$ cat config.mk
export PLATFORM = sky130hd
export DESIGN_NAME = ddrpp_dev
export DESIGN_NICKNAME = d
export VERILOG_FILES = /design/src/hdl/ddrpp_pkg.sv /design/src/hdl/ddrpp_dev.sv
export SDC_FILE = /design/constraint.sdc
export NUM_CORES = 1
export LEC_CHECK = 0
export BUFFER_PORTS_ARGS = -buffer_cell sky130_fd_sc_hd__buf_2
export CORE_MARGIN = 10
export CORE_UTILIZATION = 55
export CTS_CLUSTER_SIZE = 8
export DETAILED_ROUTE_END_ITERATION = 7
export GPL_ROUTABILITY_DRIVEN = 0
export GPL_TIMING_DRIVEN = 0
export PLACE_DENSITY_LB_ADDON = 0.12
export SYNTH_ARGS = -nofsm -noshare
export SYNTH_HDL_FRONTEND = slang
export SYNTH_SLANG_ARGS = --single-unit
$ cat constraint.sdc
create_clock -name core_clk_i -period 6.6 [get_ports core_clk_i]
set_input_delay 0.99 -clock core_clk_i [delete_from_list [all_inputs] [get_ports core_clk_i]]
set_output_delay 0.99 -clock core_clk_i [all_outputs]
set_load 0.02 [all_outputs]
$ cat src/hdl/ddrpp_pkg.sv
// Constants and types for the DDR4 module pin-protocol device block.
// Assumes a 250 MHz core clock that oversamples every module pin.
// Functional notes
// - Address carries row, column or mode opcode
// - A10 on read/write requests auto precharge
// - A10 on precharge selects one or all banks
// - A12 low on read/write chops the burst
// - ACT_n low: RAS/CAS/WE become row bits 16..14
// - ACT_n high: RAS/CAS/WE encode other commands
// - Bank and group pick bank or mode register
// - x8 uses two group bits, x16 only one
// - Inputs sampled on rising true clock crossing
// - Clock enable low enters power-down or self refresh
// - Power-down and self refresh disable input buffers
// - Chip select high masks every command
// - Termination follows ODT unless mode disables it
// - Parity checked over command and address when enabled
// - Reset pin low resets the device
// - Write CRC follows last data beat when enabled
// - Mask low discards that write beat
// - Mode registers pick mask, inversion or strobe use
// - Inversion flag low means data is inverted
// - Strobe edge-aligned on reads, lanes per byte
// - Alert pulses on CRC, holds on parity error
package ddrpp_pkg;
  localparam int unsigned CLK_PERIOD_PS   = 4000;
  localparam int unsigned ALERT_PULSE_NS  = 40;
  localparam int unsigned PAR_RECOVERY_NS = 200;
  localparam int unsigned ALERT_PULSE_CYC = (ALERT_PULSE_NS * 1000 + CLK_PERIOD_PS - 1) / CLK_PERIOD_PS;
  localparam int unsigned PAR_REC_CYC     = (PAR_RECOVERY_NS * 1000 + CLK_PERIOD_PS - 1) / CLK_PERIOD_PS;
  localparam int unsigned ALERT_CNT_W     = 8;
  localparam int unsigned ADDR_W          = 14;
  localparam int unsigned BURST_FULL      = 8;
  localparam int unsigned BURST_CHOP      = 4;
  localparam int unsigned MR_BL_LO        = 0;
  localparam int unsigned MR1_RTT_NOM_LO  = 8;
  localparam int unsigned MR1_TDQS_BIT    = 11;
  localparam int unsigned MR2_WCRC_BIT    = 12;
  localparam int unsigned MR5_PAR_LO      = 0;
  localparam int unsigned MR5_RTT_PARK_LO = 6;
  localparam int unsigned MR5_DM_BIT      = 10;
  localparam int unsigned MR5_WDBI_BIT    = 11;
  localparam int unsigned MR5_RDBI_BIT    = 12;
  localparam logic [2:0]  MR0_IDX         = 3'h0;
  localparam logic [2:0]  MR1_IDX         = 3'h1;
  localparam logic [2:0]  MR2_IDX         = 3'h2;
  localparam logic [2:0]  MR5_IDX         = 3'h5;
  localparam logic [1:0]  BL_FIXED8       = 2'h0;
  localparam logic [1:0]  BL_ON_FLY       = 2'h1;
  localparam logic [1:0]  BL_FIXED4       = 2'h2;
  localparam logic [7:0]  CRC_POLY        = 8'h07;
  localparam logic [ADDR_W-1:0] MR_RESET  = 14'h0000;

  typedef enum logic [3:0] {CMD_NONE, CMD_MRS, CMD_REF, CMD_PRE, CMD_RFU,
                            CMD_WR, CMD_RD, CMD_ZQ, CMD_NOP, CMD_ACT} ddrpp_cmd_type;
  typedef enum logic [1:0] {PS_ACTIVE, PS_PD_PRE, PS_PD_ACT, PS_SELF_REF} ddrpp_pwr_type;
endpackage

$ cat src/hdl/ddrpp_dev.sv
// Device-side command, power, data and alert logic of a DDR4 module.
// Assumes every pin is asynchronous and oversampled by core_clk_i.
module ddrpp_dev import ddrpp_pkg::*; #(
  parameter int unsigned DQ_W = 8,  // Byte lane width
  parameter bit          X16  = 0   // Part has only one group bit
) (
  input  wire logic              core_clk_i,   // Core clock
  input  wire logic              rst_n_i,      // Sync reset, low
  input  wire logic              ck_t_i,       // Link clock true
  input  wire logic              ck_c_i,       // Link clock complement
  input  wire logic              cke_i,        // Clock enable
  input  wire logic              cs_n_i,       // Chip select, low
  input  wire logic              act_n_i,      // Activate, low
  input  wire logic              ras_n_i,      // Row strobe / A16
  input  wire logic              cas_n_i,      // Column strobe / A15
  input  wire logic              we_n_i,       // Write enable / A14
  input  wire logic [1:0]        bg_i,         // Bank group
  input  wire logic [1:0]        ba_i,         // Bank
  input  wire logic [ADDR_W-1:0] a_i,          // Address A13..A0
  input  wire logic              odt_i,        // Termination control
  input  wire logic              par_i,        // Command parity
  input  wire logic              dram_rst_n_i, // Device reset pin, low
  input  wire logic              dqs_t_i,      // Write strobe true
  input  wire logic              dqs_c_i,      // Write strobe complement
  input  wire logic [DQ_W-1:0]   dq_i,         // Data in
  input  wire logic              dm_dbi_n_i,   // Mask / inversion in
  input  wire logic [DQ_W*8-1:0] rd_data_i,    // Read burst, beat 0 low
  output logic                   cmd_valid_o,  // Command taken pulse
  output ddrpp_cmd_type          cmd_code_o,   // Decoded command
  output logic [1:0]             cmd_bg_o,     // Command bank group
  output logic [1:0]             cmd_ba_o,     // Command bank
  output logic [16:0]            cmd_addr_o,   // Row, column or opcode
  output logic                   auto_pre_o,   // Auto precharge
  output logic                   burst_chop_o, // Burst of four
  output logic                   pre_all_o,    // Precharge all
  output logic [15:0]            bank_open_o,  // Open rows
  output ddrpp_pwr_type          pwr_state_o,  // Power state
  output logic                   odt_en_o,     // Termination on
  output logic                   alert_n_o,    // Alert, low
  output logic                   wr_valid_o,   // Kept write beat
  output logic [DQ_W-1:0]        wr_data_o,    // Write beat to store
  output logic [DQ_W-1:0]        dq_o,         // Read data out
  output logic                   dq_oe_o,      // Data drive enable
  output logic                   dqs_t_o,      // Read strobe true
  output logic                   dqs_c_o,      // Read strobe complement
  output logic                   dqs_oe_o,     // Strobe drive enable
  output logic                   dbi_n_o,      // Read inversion flag
  output logic                   dbi_oe_o      // Flag drive enable
);
  localparam int unsigned IN_W = 18 + ADDR_W + DQ_W;

  initial begin
    if (DQ_W < 8) $error("DQ_W below 8 cannot carry the CRC byte");
  end

  logic [IN_W-1:0] s1_ff;
  logic [IN_W-1:0] s2_ff;
  logic p_ck_t, p_ck_c, p_cke, p_cs_n, p_act_n, p_ras_n, p_cas_n, p_we_n;
  logic [1:0] p_bg, p_ba;
  logic [ADDR_W-1:0] p_a;
  logic p_odt, p_par, p_rst_n, p_dqs_t, p_dqs_c, p_dm;
  logic [DQ_W-1:0] p_dq;

  // Pins are read only after the second stage
  always_ff @(posedge core_clk_i) begin
    s1_ff <= {ck_t_i, ck_c_i, cke_i, cs_n_i, act_n_i, ras_n_i, cas_n_i, we_n_i, bg_i, ba_i, a_i,
              odt_i, par_i, dram_rst_n_i, dqs_t_i, dqs_c_i, dq_i, dm_dbi_n_i};
    s2_ff <= s1_ff;
  end
  assign {p_ck_t, p_ck_c, p_cke, p_cs_n, p_act_n, p_ras_n, p_cas_n, p_we_n, p_bg, p_ba, p_a,
          p_odt, p_par, p_rst_n, p_dqs_t, p_dqs_c, p_dq, p_dm} = s2_ff;

  logic clr;
  assign clr = !rst_n_i || !p_rst_n;

  // Command group state
  logic ck_prev_ff, nxt_ck_prev;
  logic cmd_valid_ff, nxt_cmd_valid;
  ddrpp_cmd_type cmd_code_ff, nxt_cmd_code;
  logic [1:0] cmd_bg_ff, nxt_cmd_bg, cmd_ba_ff, nxt_cmd_ba;
  logic [16:0] cmd_addr_ff, nxt_cmd_addr;
  logic auto_pre_ff, nxt_auto_pre, chop_ff, nxt_chop, pre_all_ff, nxt_pre_all;
  logic [15:0] bank_open_ff, nxt_bank_open;
  ddrpp_pwr_type pwr_ff, nxt_pwr;
  logic odt_en_ff, nxt_odt_en;
  logic [ADDR_W-1:0] mr_ff [8];
  logic [ADDR_W-1:0] nxt_mr [8];
  // Alert group state
  logic [ALERT_CNT_W-1:0] alert_cnt_ff, nxt_alert_cnt;
  logic par_hold_ff, nxt_par_hold, alert_n_ff, nxt_alert_n;
  // Write group state
  logic dqs_prev_ff, nxt_dqs_prev;
  logic [3:0] wr_left_ff, nxt_wr_left;
  logic crc_pend_ff, nxt_crc_pend;
  logic [7:0] crc_ff, nxt_crc;
  logic wr_valid_ff, nxt_wr_valid;
  logic [DQ_W-1:0] wr_data_ff, nxt_wr_data;
  // Read group state
  logic [3:0] rd_left_ff, nxt_rd_left;
  logic [DQ_W*8-1:0] rd_shift_ff, nxt_rd_shift;
  logic [DQ_W-1:0] dq_ff, nxt_dq;
  logic dq_oe_ff, nxt_dq_oe, dqs_ff, nxt_dqs, dbi_n_ff, nxt_dbi_n;

  // Decode helpers
  logic ck_rise, sel, par_on, par_bad, par_err, take, crc_err, dqs_edge;
  logic [1:0] bg_eff;
  logic [3:0] bank_idx;
  logic [3:0] burst_len;
  ddrpp_cmd_type dec;
  logic dm_en, wdbi_en, rdbi_en, crc_en, rtt_on, chop_now;

  assign ck_rise  = p_ck_t && !ck_prev_ff && !p_ck_c;
  assign bg_eff   = X16 ? {1'b0, p_bg[0]} : p_bg;
  assign bank_idx = {bg_eff, p_ba};
  assign par_on   = mr_ff[MR5_IDX][MR5_PAR_LO +: 3] != 3'h0;
  assign par_bad  = ^{p_act_n, p_ras_n, p_cas_n, p_we_n, bg_eff, p_ba, p_a, p_par};
  // Commands are dropped in power states and while parity recovery runs
  assign sel      = ck_rise && !p_cs_n && p_cke && pwr_ff == PS_ACTIVE && !par_hold_ff;
  assign par_err  = sel && par_on && par_bad;
  assign take     = sel && !par_err;
  // DM is lost when the x8 pin serves as termination strobe
  assign dm_en    = mr_ff[MR5_IDX][MR5_DM_BIT] && !mr_ff[MR1_IDX][MR1_TDQS_BIT];
  assign wdbi_en  = mr_ff[MR5_IDX][MR5_WDBI_BIT];
  assign rdbi_en  = mr_ff[MR5_IDX][MR5_RDBI_BIT];
  assign crc_en   = mr_ff[MR2_IDX][MR2_WCRC_BIT];
  assign rtt_on   = mr_ff[MR1_IDX][MR1_RTT_NOM_LO +: 3] != 3'h0 || mr_ff[MR5_IDX][MR5_RTT_PARK_LO +: 3] != 3'h0;
  assign dqs_edge = p_dqs_t != dqs_prev_ff && p_dqs_t != p_dqs_c;

  always_comb begin
    unique case (mr_ff[MR0_IDX][MR_BL_LO +: 2])
      BL_ON_FLY: chop_now = !p_a[12];
      BL_FIXED4: chop_now = 1'b1;
      default:   chop_now = 1'b0;
    endcase
    burst_len = chop_now ? 4'(BURST_CHOP) : 4'(BURST_FULL);
    if (!p_act_n) begin
      dec = CMD_ACT;
    end else begin
      unique case ({p_ras_n, p_cas_n, p_we_n})
        3'h0: dec = CMD_MRS;
        3'h1: dec = CMD_REF;
        3'h2: dec = CMD_PRE;
        3'h3: dec = CMD_RFU;
        3'h4: dec = CMD_WR;
        3'h5: dec = CMD_RD;
        3'h6: dec = CMD_ZQ;
        default: dec = CMD_NOP;
      endcase
    end
  end

  // Command, bank and power group
  always_comb begin
    nxt_ck_prev   = p_ck_t;
    nxt_cmd_valid = take;
    nxt_cmd_code  = cmd_code_ff;
    nxt_cmd_bg    = cmd_bg_ff;
    nxt_cmd_ba    = cmd_ba_ff;
    nxt_cmd_addr  = cmd_addr_ff;
    nxt_auto_pre  = auto_pre_ff;
    nxt_chop      = chop_ff;
    nxt_pre_all   = pre_all_ff;
    nxt_bank_open = bank_open_ff;
    nxt_pwr       = pwr_ff;
    nxt_odt_en    = odt_en_ff;
    nxt_mr        = mr_ff;
    if (take) begin
      nxt_cmd_code = dec;
      nxt_cmd_bg   = bg_eff;
      nxt_cmd_ba   = p_ba;
      nxt_cmd_addr = {p_ras_n, p_cas_n, p_we_n, p_a};
      nxt_auto_pre = (dec == CMD_RD || dec == CMD_WR) && p_a[10];
      nxt_chop     = (dec == CMD_RD || dec == CMD_WR) && chop_now;
      nxt_pre_all  = dec == CMD_PRE && p_a[10];
      unique case (dec)
        CMD_ACT: nxt_bank_open[bank_idx] = 1'b1;
        CMD_PRE: begin
          if (p_a[10]) begin
            nxt_bank_open = 16'h0000;
          end else begin
            nxt_bank_open[bank_idx] = 1'b0;
          end
        end
        // Row closes at once; the array model owns the tail timing
        CMD_RD, CMD_WR: begin
          if (p_a[10]) begin
            nxt_bank_open[bank_idx] = 1'b0;
          end
        end
        CMD_MRS: nxt_mr[{bg_eff[0], p_ba}] = p_a;
        default: nxt_bank_open = bank_open_ff;
      endcase
    end
    unique case (pwr_ff)
      PS_ACTIVE: begin
        // Bursts finish first; the host keeps the enable high meanwhile
        if (ck_rise && !p_cke && wr_left_ff == 4'h0 && rd_left_ff == 4'h0) begin
          if (!p_cs_n && p_act_n && {p_ras_n, p_cas_n, p_we_n} == 3'h1 && bank_open_ff == 16'h0000) begin
            nxt_pwr = PS_SELF_REF;
          end else if (bank_open_ff != 16'h0000) begin
            nxt_pwr = PS_PD_ACT;
          end else begin
            nxt_pwr = PS_PD_PRE;
          end
        end
      end
      PS_PD_PRE, PS_PD_ACT: begin
        if (ck_rise && p_cke) begin
          nxt_pwr = PS_ACTIVE;
        end
      end
      PS_SELF_REF: begin
        // No clock edge needed to leave self refresh
        if (p_cke) begin
          nxt_pwr = PS_ACTIVE;
        end
      end
    endcase
    if (nxt_pwr == PS_SELF_REF) begin
      nxt_odt_en = 1'b0;
    end else if (ck_rise) begin
      nxt_odt_en = p_odt && rtt_on;
    end
  end

  // Alert group: parity recovery outranks a CRC pulse
  always_comb begin
    nxt_alert_cnt = alert_cnt_ff;
    nxt_par_hold  = par_hold_ff;
    if (par_err) begin
      nxt_alert_cnt = ALERT_CNT_W'(PAR_REC_CYC);
      nxt_par_hold  = 1'b1;
    end else if (alert_cnt_ff != '0) begin
      nxt_alert_cnt = alert_cnt_ff - 1'b1;
      if (alert_cnt_ff == 1) begin
        nxt_par_hold = 1'b0;
      end
    end else if (crc_err) begin
      nxt_alert_cnt = ALERT_CNT_W'(ALERT_PULSE_CYC);
    end
    nxt_alert_n = nxt_alert_cnt == '0;
  end

  // Write group: beats taken on both strobe edges
  always_comb begin
    nxt_dqs_prev = p_dqs_t;
    nxt_wr_left  = wr_left_ff;
    nxt_crc_pend = crc_pend_ff;
    nxt_crc      = crc_ff;
    nxt_wr_valid = 1'b0;
    nxt_wr_data  = wr_data_ff;
    crc_err      = 1'b0;
    if (take && dec == CMD_WR) begin
      nxt_wr_left  = burst_len;
      nxt_crc_pend = crc_en;
      nxt_crc      = 8'h00;
    end else if (dqs_edge && wr_left_ff != 4'h0) begin
      nxt_wr_left  = wr_left_ff - 4'h1;
      nxt_wr_valid = !(dm_en && !p_dm);
      nxt_wr_data  = (wdbi_en && !p_dm) ? ~p_dq : p_dq;
      nxt_crc      = crc_ff;
      for (int i = 0; i < DQ_W; i++) begin
        nxt_crc = {nxt_crc[6:0], 1'b0} ^ ((nxt_crc[7] ^ p_dq[i]) ? CRC_POLY : 8'h00);
      end
    end else if (dqs_edge && crc_pend_ff) begin
      nxt_crc_pend = 1'b0;
      crc_err      = p_dq[7:0] != crc_ff;
    end
  end

  // Read group: one beat per core cycle, strobe toggles with data
  always_comb begin
    nxt_rd_left  = rd_left_ff;
    nxt_rd_shift = rd_shift_ff;
    nxt_dq       = dq_ff;
    nxt_dq_oe    = 1'b0;
    nxt_dqs      = 1'b0;
    nxt_dbi_n    = 1'b1;
    if (take && dec == CMD_RD) begin
      nxt_rd_left  = burst_len;
      nxt_rd_shift = rd_data_i;
    end else if (rd_left_ff != 4'h0) begin
      nxt_rd_left  = rd_left_ff - 4'h1;
      nxt_rd_shift = rd_shift_ff >> DQ_W;
      nxt_dq_oe    = 1'b1;
      nxt_dqs      = !rd_left_ff[0];
      // Invert when most bits are zero to cut driven lows
      if (rdbi_en && $countones(~rd_shift_ff[DQ_W-1:0]) > DQ_W / 2) begin
        nxt_dq    = ~rd_shift_ff[DQ_W-1:0];
        nxt_dbi_n = 1'b0;
      end else begin
        nxt_dq    = rd_shift_ff[DQ_W-1:0];
      end
    end
  end

  always_ff @(posedge core_clk_i) begin
    if (clr) begin
      ck_prev_ff   <= 1'b0;
      cmd_valid_ff <= 1'b0;
      cmd_code_ff  <= CMD_NONE;
      cmd_bg_ff    <= 2'h0;
      cmd_ba_ff    <= 2'h0;
      cmd_addr_ff  <= 17'h00000;
      auto_pre_ff  <= 1'b0;
      chop_ff      <= 1'b0;
      pre_all_ff   <= 1'b0;
      bank_open_ff <= 16'h0000;
      pwr_ff       <= PS_ACTIVE;
      odt_en_ff    <= 1'b0;
      for (int i = 0; i < 8; i++) begin
        mr_ff[i] <= MR_RESET;
      end
      alert_cnt_ff <= '0;
      par_hold_ff  <= 1'b0;
      alert_n_ff   <= 1'b1;
      dqs_prev_ff  <= 1'b0;
      wr_left_ff   <= 4'h0;
      crc_pend_ff  <= 1'b0;
      crc_ff       <= 8'h00;
      wr_valid_ff  <= 1'b0;
      wr_data_ff   <= '0;
      rd_left_ff   <= 4'h0;
      rd_shift_ff  <= '0;
      dq_ff        <= '0;
      dq_oe_ff     <= 1'b0;
      dqs_ff       <= 1'b0;
      dbi_n_ff     <= 1'b1;
    end else begin
      ck_prev_ff   <= nxt_ck_prev;
      cmd_valid_ff <= nxt_cmd_valid;
      cmd_code_ff  <= nxt_cmd_code;
      cmd_bg_ff    <= nxt_cmd_bg;
      cmd_ba_ff    <= nxt_cmd_ba;
      cmd_addr_ff  <= nxt_cmd_addr;
      auto_pre_ff  <= nxt_auto_pre;
      chop_ff      <= nxt_chop;
      pre_all_ff   <= nxt_pre_all;
      bank_open_ff <= nxt_bank_open;
      pwr_ff       <= nxt_pwr;
      odt_en_ff    <= nxt_odt_en;
      mr_ff        <= nxt_mr;
      alert_cnt_ff <= nxt_alert_cnt;
      par_hold_ff  <= nxt_par_hold;
      alert_n_ff   <= nxt_alert_n;
      dqs_prev_ff  <= nxt_dqs_prev;
      wr_left_ff   <= nxt_wr_left;
      crc_pend_ff  <= nxt_crc_pend;
      crc_ff       <= nxt_crc;
      wr_valid_ff  <= nxt_wr_valid;
      wr_data_ff   <= nxt_wr_data;
      rd_left_ff   <= nxt_rd_left;
      rd_shift_ff  <= nxt_rd_shift;
      dq_ff        <= nxt_dq;
      dq_oe_ff     <= nxt_dq_oe;
      dqs_ff       <= nxt_dqs;
      dbi_n_ff     <= nxt_dbi_n;
    end
  end

  assign cmd_valid_o  = cmd_valid_ff;
  assign cmd_code_o   = cmd_code_ff;
  assign cmd_bg_o     = cmd_bg_ff;
  assign cmd_ba_o     = cmd_ba_ff;
  assign cmd_addr_o   = cmd_addr_ff;
  assign auto_pre_o   = auto_pre_ff;
  assign burst_chop_o = chop_ff;
  assign pre_all_o    = pre_all_ff;
  assign bank_open_o  = bank_open_ff;
  assign pwr_state_o  = pwr_ff;
  assign odt_en_o     = odt_en_ff;
  assign alert_n_o    = alert_n_ff;
  assign wr_valid_o   = wr_valid_ff;
  assign wr_data_o    = wr_data_ff;
  assign dq_o         = dq_ff;
  assign dq_oe_o      = dq_oe_ff;
  assign dqs_t_o      = dqs_ff;
  assign dqs_c_o      = !dqs_ff;
  assign dqs_oe_o     = dq_oe_ff;
  assign dbi_n_o      = dbi_n_ff;
  assign dbi_oe_o     = dq_oe_ff;

  cs_mask_a: assert property (@(posedge core_clk_i) disable iff (!rst_n_i)
    ck_rise && p_cs_n |=> !cmd_valid_o) else $error("command taken with chip select high");
  act_row_a: assert property (@(posedge core_clk_i) disable iff (!rst_n_i)
    take && !p_act_n |=> cmd_code_o == CMD_ACT && cmd_addr_o[16:14] == $past({p_ras_n, p_cas_n, p_we_n}))
    else $error("activate row bits wrong");
  auto_pre_a: assert property (@(posedge core_clk_i) disable iff (!rst_n_i)
    take && dec == CMD_RD && p_a[10] |=> auto_pre_o && !bank_open_o[$past(bank_idx)])
    else $error("auto precharge not applied");
  pre_all_a: assert property (@(posedge core_clk_i) disable iff (!rst_n_i)
    take && dec == CMD_PRE && p_a[10] |=> pre_all_o && bank_open_o == 16'h0000)
    else $error("precharge all left a bank open");
  par_alert_a: assert property (@(posedge core_clk_i) disable iff (!rst_n_i)
    par_err |=> !alert_n_o [*8] ##1 (!alert_n_o && !cmd_valid_o)) else $error("parity alert not held");
  sr_odt_a: assert property (@(posedge core_clk_i) disable iff (!rst_n_i)
    pwr_state_o == PS_SELF_REF |-> !odt_en_o) else $error("termination on in self refresh");
  pd_cmd_a: assert property (@(posedge core_clk_i) disable iff (!rst_n_i)
    pwr_ff != PS_ACTIVE |=> !cmd_valid_o) else $error("command taken while powered down");
  wr_mask_a: assert property (@(posedge core_clk_i) disable iff (!rst_n_i)
    dqs_edge && wr_left_ff != 4'h0 && dm_en && !p_dm |=> !wr_valid_o) else $error("masked beat kept");
  wr_dbi_a: assert property (@(posedge core_clk_i) disable iff (!rst_n_i)
    dqs_edge && wr_left_ff != 4'h0 && wdbi_en && !p_dm |=> wr_data_o == ~$past(p_dq))
    else $error("inverted beat not restored");
  rd_burst_a: assert property (@(posedge core_clk_i) disable iff (!rst_n_i)
    $rose(dq_oe_o) |-> dqs_t_o ##1 (dq_oe_o && !dqs_t_o) ##1 (dq_oe_o && dqs_t_o))
    else $error("read strobe not toggling with data");
endmodule

==> implementation parameters <==
Parameter                              Value

Outcome
  Status    completed

Synth
  Cell taking the most area after synthesis    dfxtp_1
  Number of synthesized flops with an enable pin    0
  Number of storage elements in the synthesis netlist    257
  FFs w/ async S/R, synth    0
  Area contributors post-synth    dfxtp_1 (50%), mux2i_1 (7.5%), xnor2_1 (4.8%), a211oi_1 (4.8%), nor2_1 (4.0%)
  Synth top cells by count    dfxtp_1 (257), nor2_1 (110), nand2_1 (88)
  Synthesized area divided by synthesized cell count    9.97 um2
  Post-Synthesis Cell Area    10,300 um2
  Post-Syn Nets    1,164
  Yosys warns    0
  Proportion of netlist area held by the largest area contributor    0.497
  Sequential cell area fraction in the yosys report    0.497
  Post-synth top flop    dfxtp_1
  Most instantiated library cell after synthesis    dfxtp_1
  Post-synthesis instance total    1,037
  Number of unique standard cell types used by synthesis    57

Job
  Max-cap violations    0

Final layout
  Filler Cell Count    1,480
  Ant diodes    0
  Cell Count, Final, Fillers Out    1,491
  Reg area    5140 um2
  Utilization of the core after routing    0.675
  Number of nets in the finished design    1,381
  Area added between synthesis and finish    21.3%
  Area taken by multi-input logic gates    4750 um2
  Final design area excluding fillers    12,500 um2
  Layout cells sized above 1    0.232

Die
  DIE HEIGHT    157 um
  Standard cell core area    18,600 um2
  Count of pins on the block boundary    178
  Number of placement rows    50
  Initial Utilization    0.557
  Die span in x    157 um
  Total die area    24,700 um2

Routing
  Number of nets with antenna violations after detailed routing    0
  Total vias in the final route    8,084
  Residual DRC    0
  Detailed-router iteration count before antenna repair    5
  Wire length per cell after detailed routing    17.8 um
  Via density per instance    5.42
  Number of DRC violations after detailed-routing iteration 0    384
  Post-detailed-routing wire length    26,500 um

Critical path
  CP endpoint    dq_o[6]
  CP max stage cell    fa_1
  RR Startpoint    rd_shift_ff[0]
  Largest fanout on the critical path    9
  Most Frequent Cell on Critical Path    fa_1
  Worst Path Class, Setup    reg2reg
  Type of element capturing the critical path    flop
  Worst path required time    7.02 ns
  Critical path's largest stage delay    0.58 ns
  Origin of the worst setup path    rd_shift_ff[0]
  Worst EP arrival    4.33 ns
  Sequence of cells on the critical path    inv_1 > fa_1 > fa_1 > fa_1 > ha_1 > fa_1 > nor2_1 > o21ai_0 > nand2_1 > o21ai_0 > nand2_1 > xnor2_1 > a211oi_1
  Endpoint of the worst register-to-register path    dq_o[6]
  Slack of the worst reg-to-reg path    2.69 ns
  Worst reg2reg path depth    13
  Startpoint Class    flop

STA
  Fin Setup TNS    0 ns
  Fmax achieved    0.256 GHz
  Relative max-transition margin    0.493
  Crit path time final    3.91 ns
  Worst-Margin Slew    0.755 ns
  Max Slew Vio Count    0
  Period utilization    0.592
  Final setup violation count    0
  Setup skew after layout    0.0146 ns
  Endpoints failing hold    0
  RSZ-0062 raised after global routing    no
  Tightest hold margin    0.319 ns

Placed design
  Placed insts    1,448
  DPL Wire Length    19,400 um
  Area of placed instances    11,500 um2
  Number of buffers inserted by port buffering    177

Global routing
  Antenna violations before repair    0
  First-pass GRT wire length    42,600 um
  Via count of the first global-routing pass    8,261
  Maximum number of pins on one net before global-route repair    12
  Overall fraction of global-route tracks in use    0.212
  Aggregate global routing overflow    0

Clock network
  Clock tree from TritonCTS    built
  Clock transition time at the flip-flop clock pins of the worst setup and hold paths    0.05 ns
  Postcts setup bufs    0
  Number of hold-repair buffers added at the cts stage    0
  Root Driver    clkbuf_16
  Number of buffers created by CTS    38
  Clock tree sinks    257
  Later-pin clock latency in the skew report    0.52 ns
  Largest buffer count on any clock path    3
  Number of gates given a new drive strength after cts    0
  Htree depth    2

Hold path
  Worst hold start    s1_ff[21]
  Worst hold-check path type    reg2reg
  Cell depth of the worst min-delay path    0

Pwr
  Pwr Density    318 nW/um2
  Total leakage power    4.92 nW
  Largest voltage drop on the vdd net    0.000240 V
==> state kept, by name, summed over array words and instances, names as in the netlist, 2 cells and up <==
name,flops
alert_cnt_ff,8
bank_open_o,16
cmd_addr_o,17
cmd_ba_o,2
cmd_bg_o,2
cmd_code_o,4
crc_ff,8
dq_o,8
mr_ff,15
pwr_state_o,2
rd_left_ff,4
rd_shift_ff,64
s1_ff,40
s2_ff,40
wr_data_o,8
wr_left_ff,4
==> how the worst min path moves through the flow <==
stage	end	slack [ns]
6_report	s2_ff[21]	0.32
4_1_cts	s2_ff[21]	0.32
2_1_floorplan	s2_ff[0]	0.31
3_5_place_dp	s2_ff[1]	0.31
3_3_place_gp	s2_ff[0]	0.31
5_1_grt	s2_ff[21]	0.32
==> cell families (layout without fill, tap and decap cells) <==
family                   count (synthesis)  count (layout)  share of synthesized area
AND/OR/NAND/NOR                        286             286                      0.123
flip-flops                             257             257                      0.497
AO/OA/AOI/OAI                          217             217                      0.157
buffers and inverters                   96             316                     0.0432
XOR/XNOR                                82              82                     0.0764
multiplexers                            78              78                     0.0755
adder cells (fa/ha/maj)                 21              21                     0.0283
==> power breakdown <==
| group | internal (mW) | leakage (nW) | switching [mW] | total, mW |
|---|---|---|---|---|
| Combinational | 0.277 | 2.32 | 0.389 | 0.666 |
| Sequential | 1.62 | 2.10 | 0.0407 | 1.66 |
| Clock | 1.02 | 0.499 | 0.647 | 1.67 |
==> layout make-up <==
| type | count | area share |
|---|---|---|
| inverter | 25 | 0.00748 |
| tap | 234 | 0.0233 |
| sequential | 257 | 0.410 |
| timing repair buffer | 177 | 0.0706 |
| clock buffer | 39 | 0.0761 |
| clock inverter | 4 | 0.00568 |
| multi-input combinational | 684 | 0.379 |
| buffer | 71 | 0.0281 |
==> metal layers <==
| metal | GRT usage | up-vias | share of wire |
|---|---|---|---|
| met2 | 0.348 | 256 | 0.47 |
| met5 | 0 | - | 0 |
| met3 | 0.0505 | 45 | 0.068 |
| met4 | 0.0681 | 0 | 0.022 |
| li1 | - | 4026 | - |
| met1 | 0.271 | 3757 | 0.44 |
==> layout by cell type, fill, tap and decap left out, types with 28 or more instances in the layout <==
cell and instances:
dfxtp_1 257, buf_2 195, nor2_1 110, nand2_1 88
mux2i_1 78, a211oi_1 66, xnor2_1 57, a21oi_1 48
clkbuf_1 38, clkbuf_16 38, a211oi_2 30, o21ai_0 28
==> critical path, delay by kind of cell (launching register included) <==
family | cells | cell delay [ns]
adders and majority gates | 5 | 2.23
AOI/OAI and AO/OA | 3 | 0.45
and+or+nand+nor | 3 | 0.44
DFF | 1 | 0.36
xor gates and xnor gates | 1 | 0.24
buffers and inverters | 1 | 0.09
==> per-stage QoR <==
step	setup WS, ns	power, mW
after floorplan	3.03	2.19
after CTS	2.71	4.03
after detailed placement	2.75	2.34
after global routing	2.32	4.16
final	2.69	3.99
after global placement	2.82	2.34
Power figures use the tool's default switching activity.
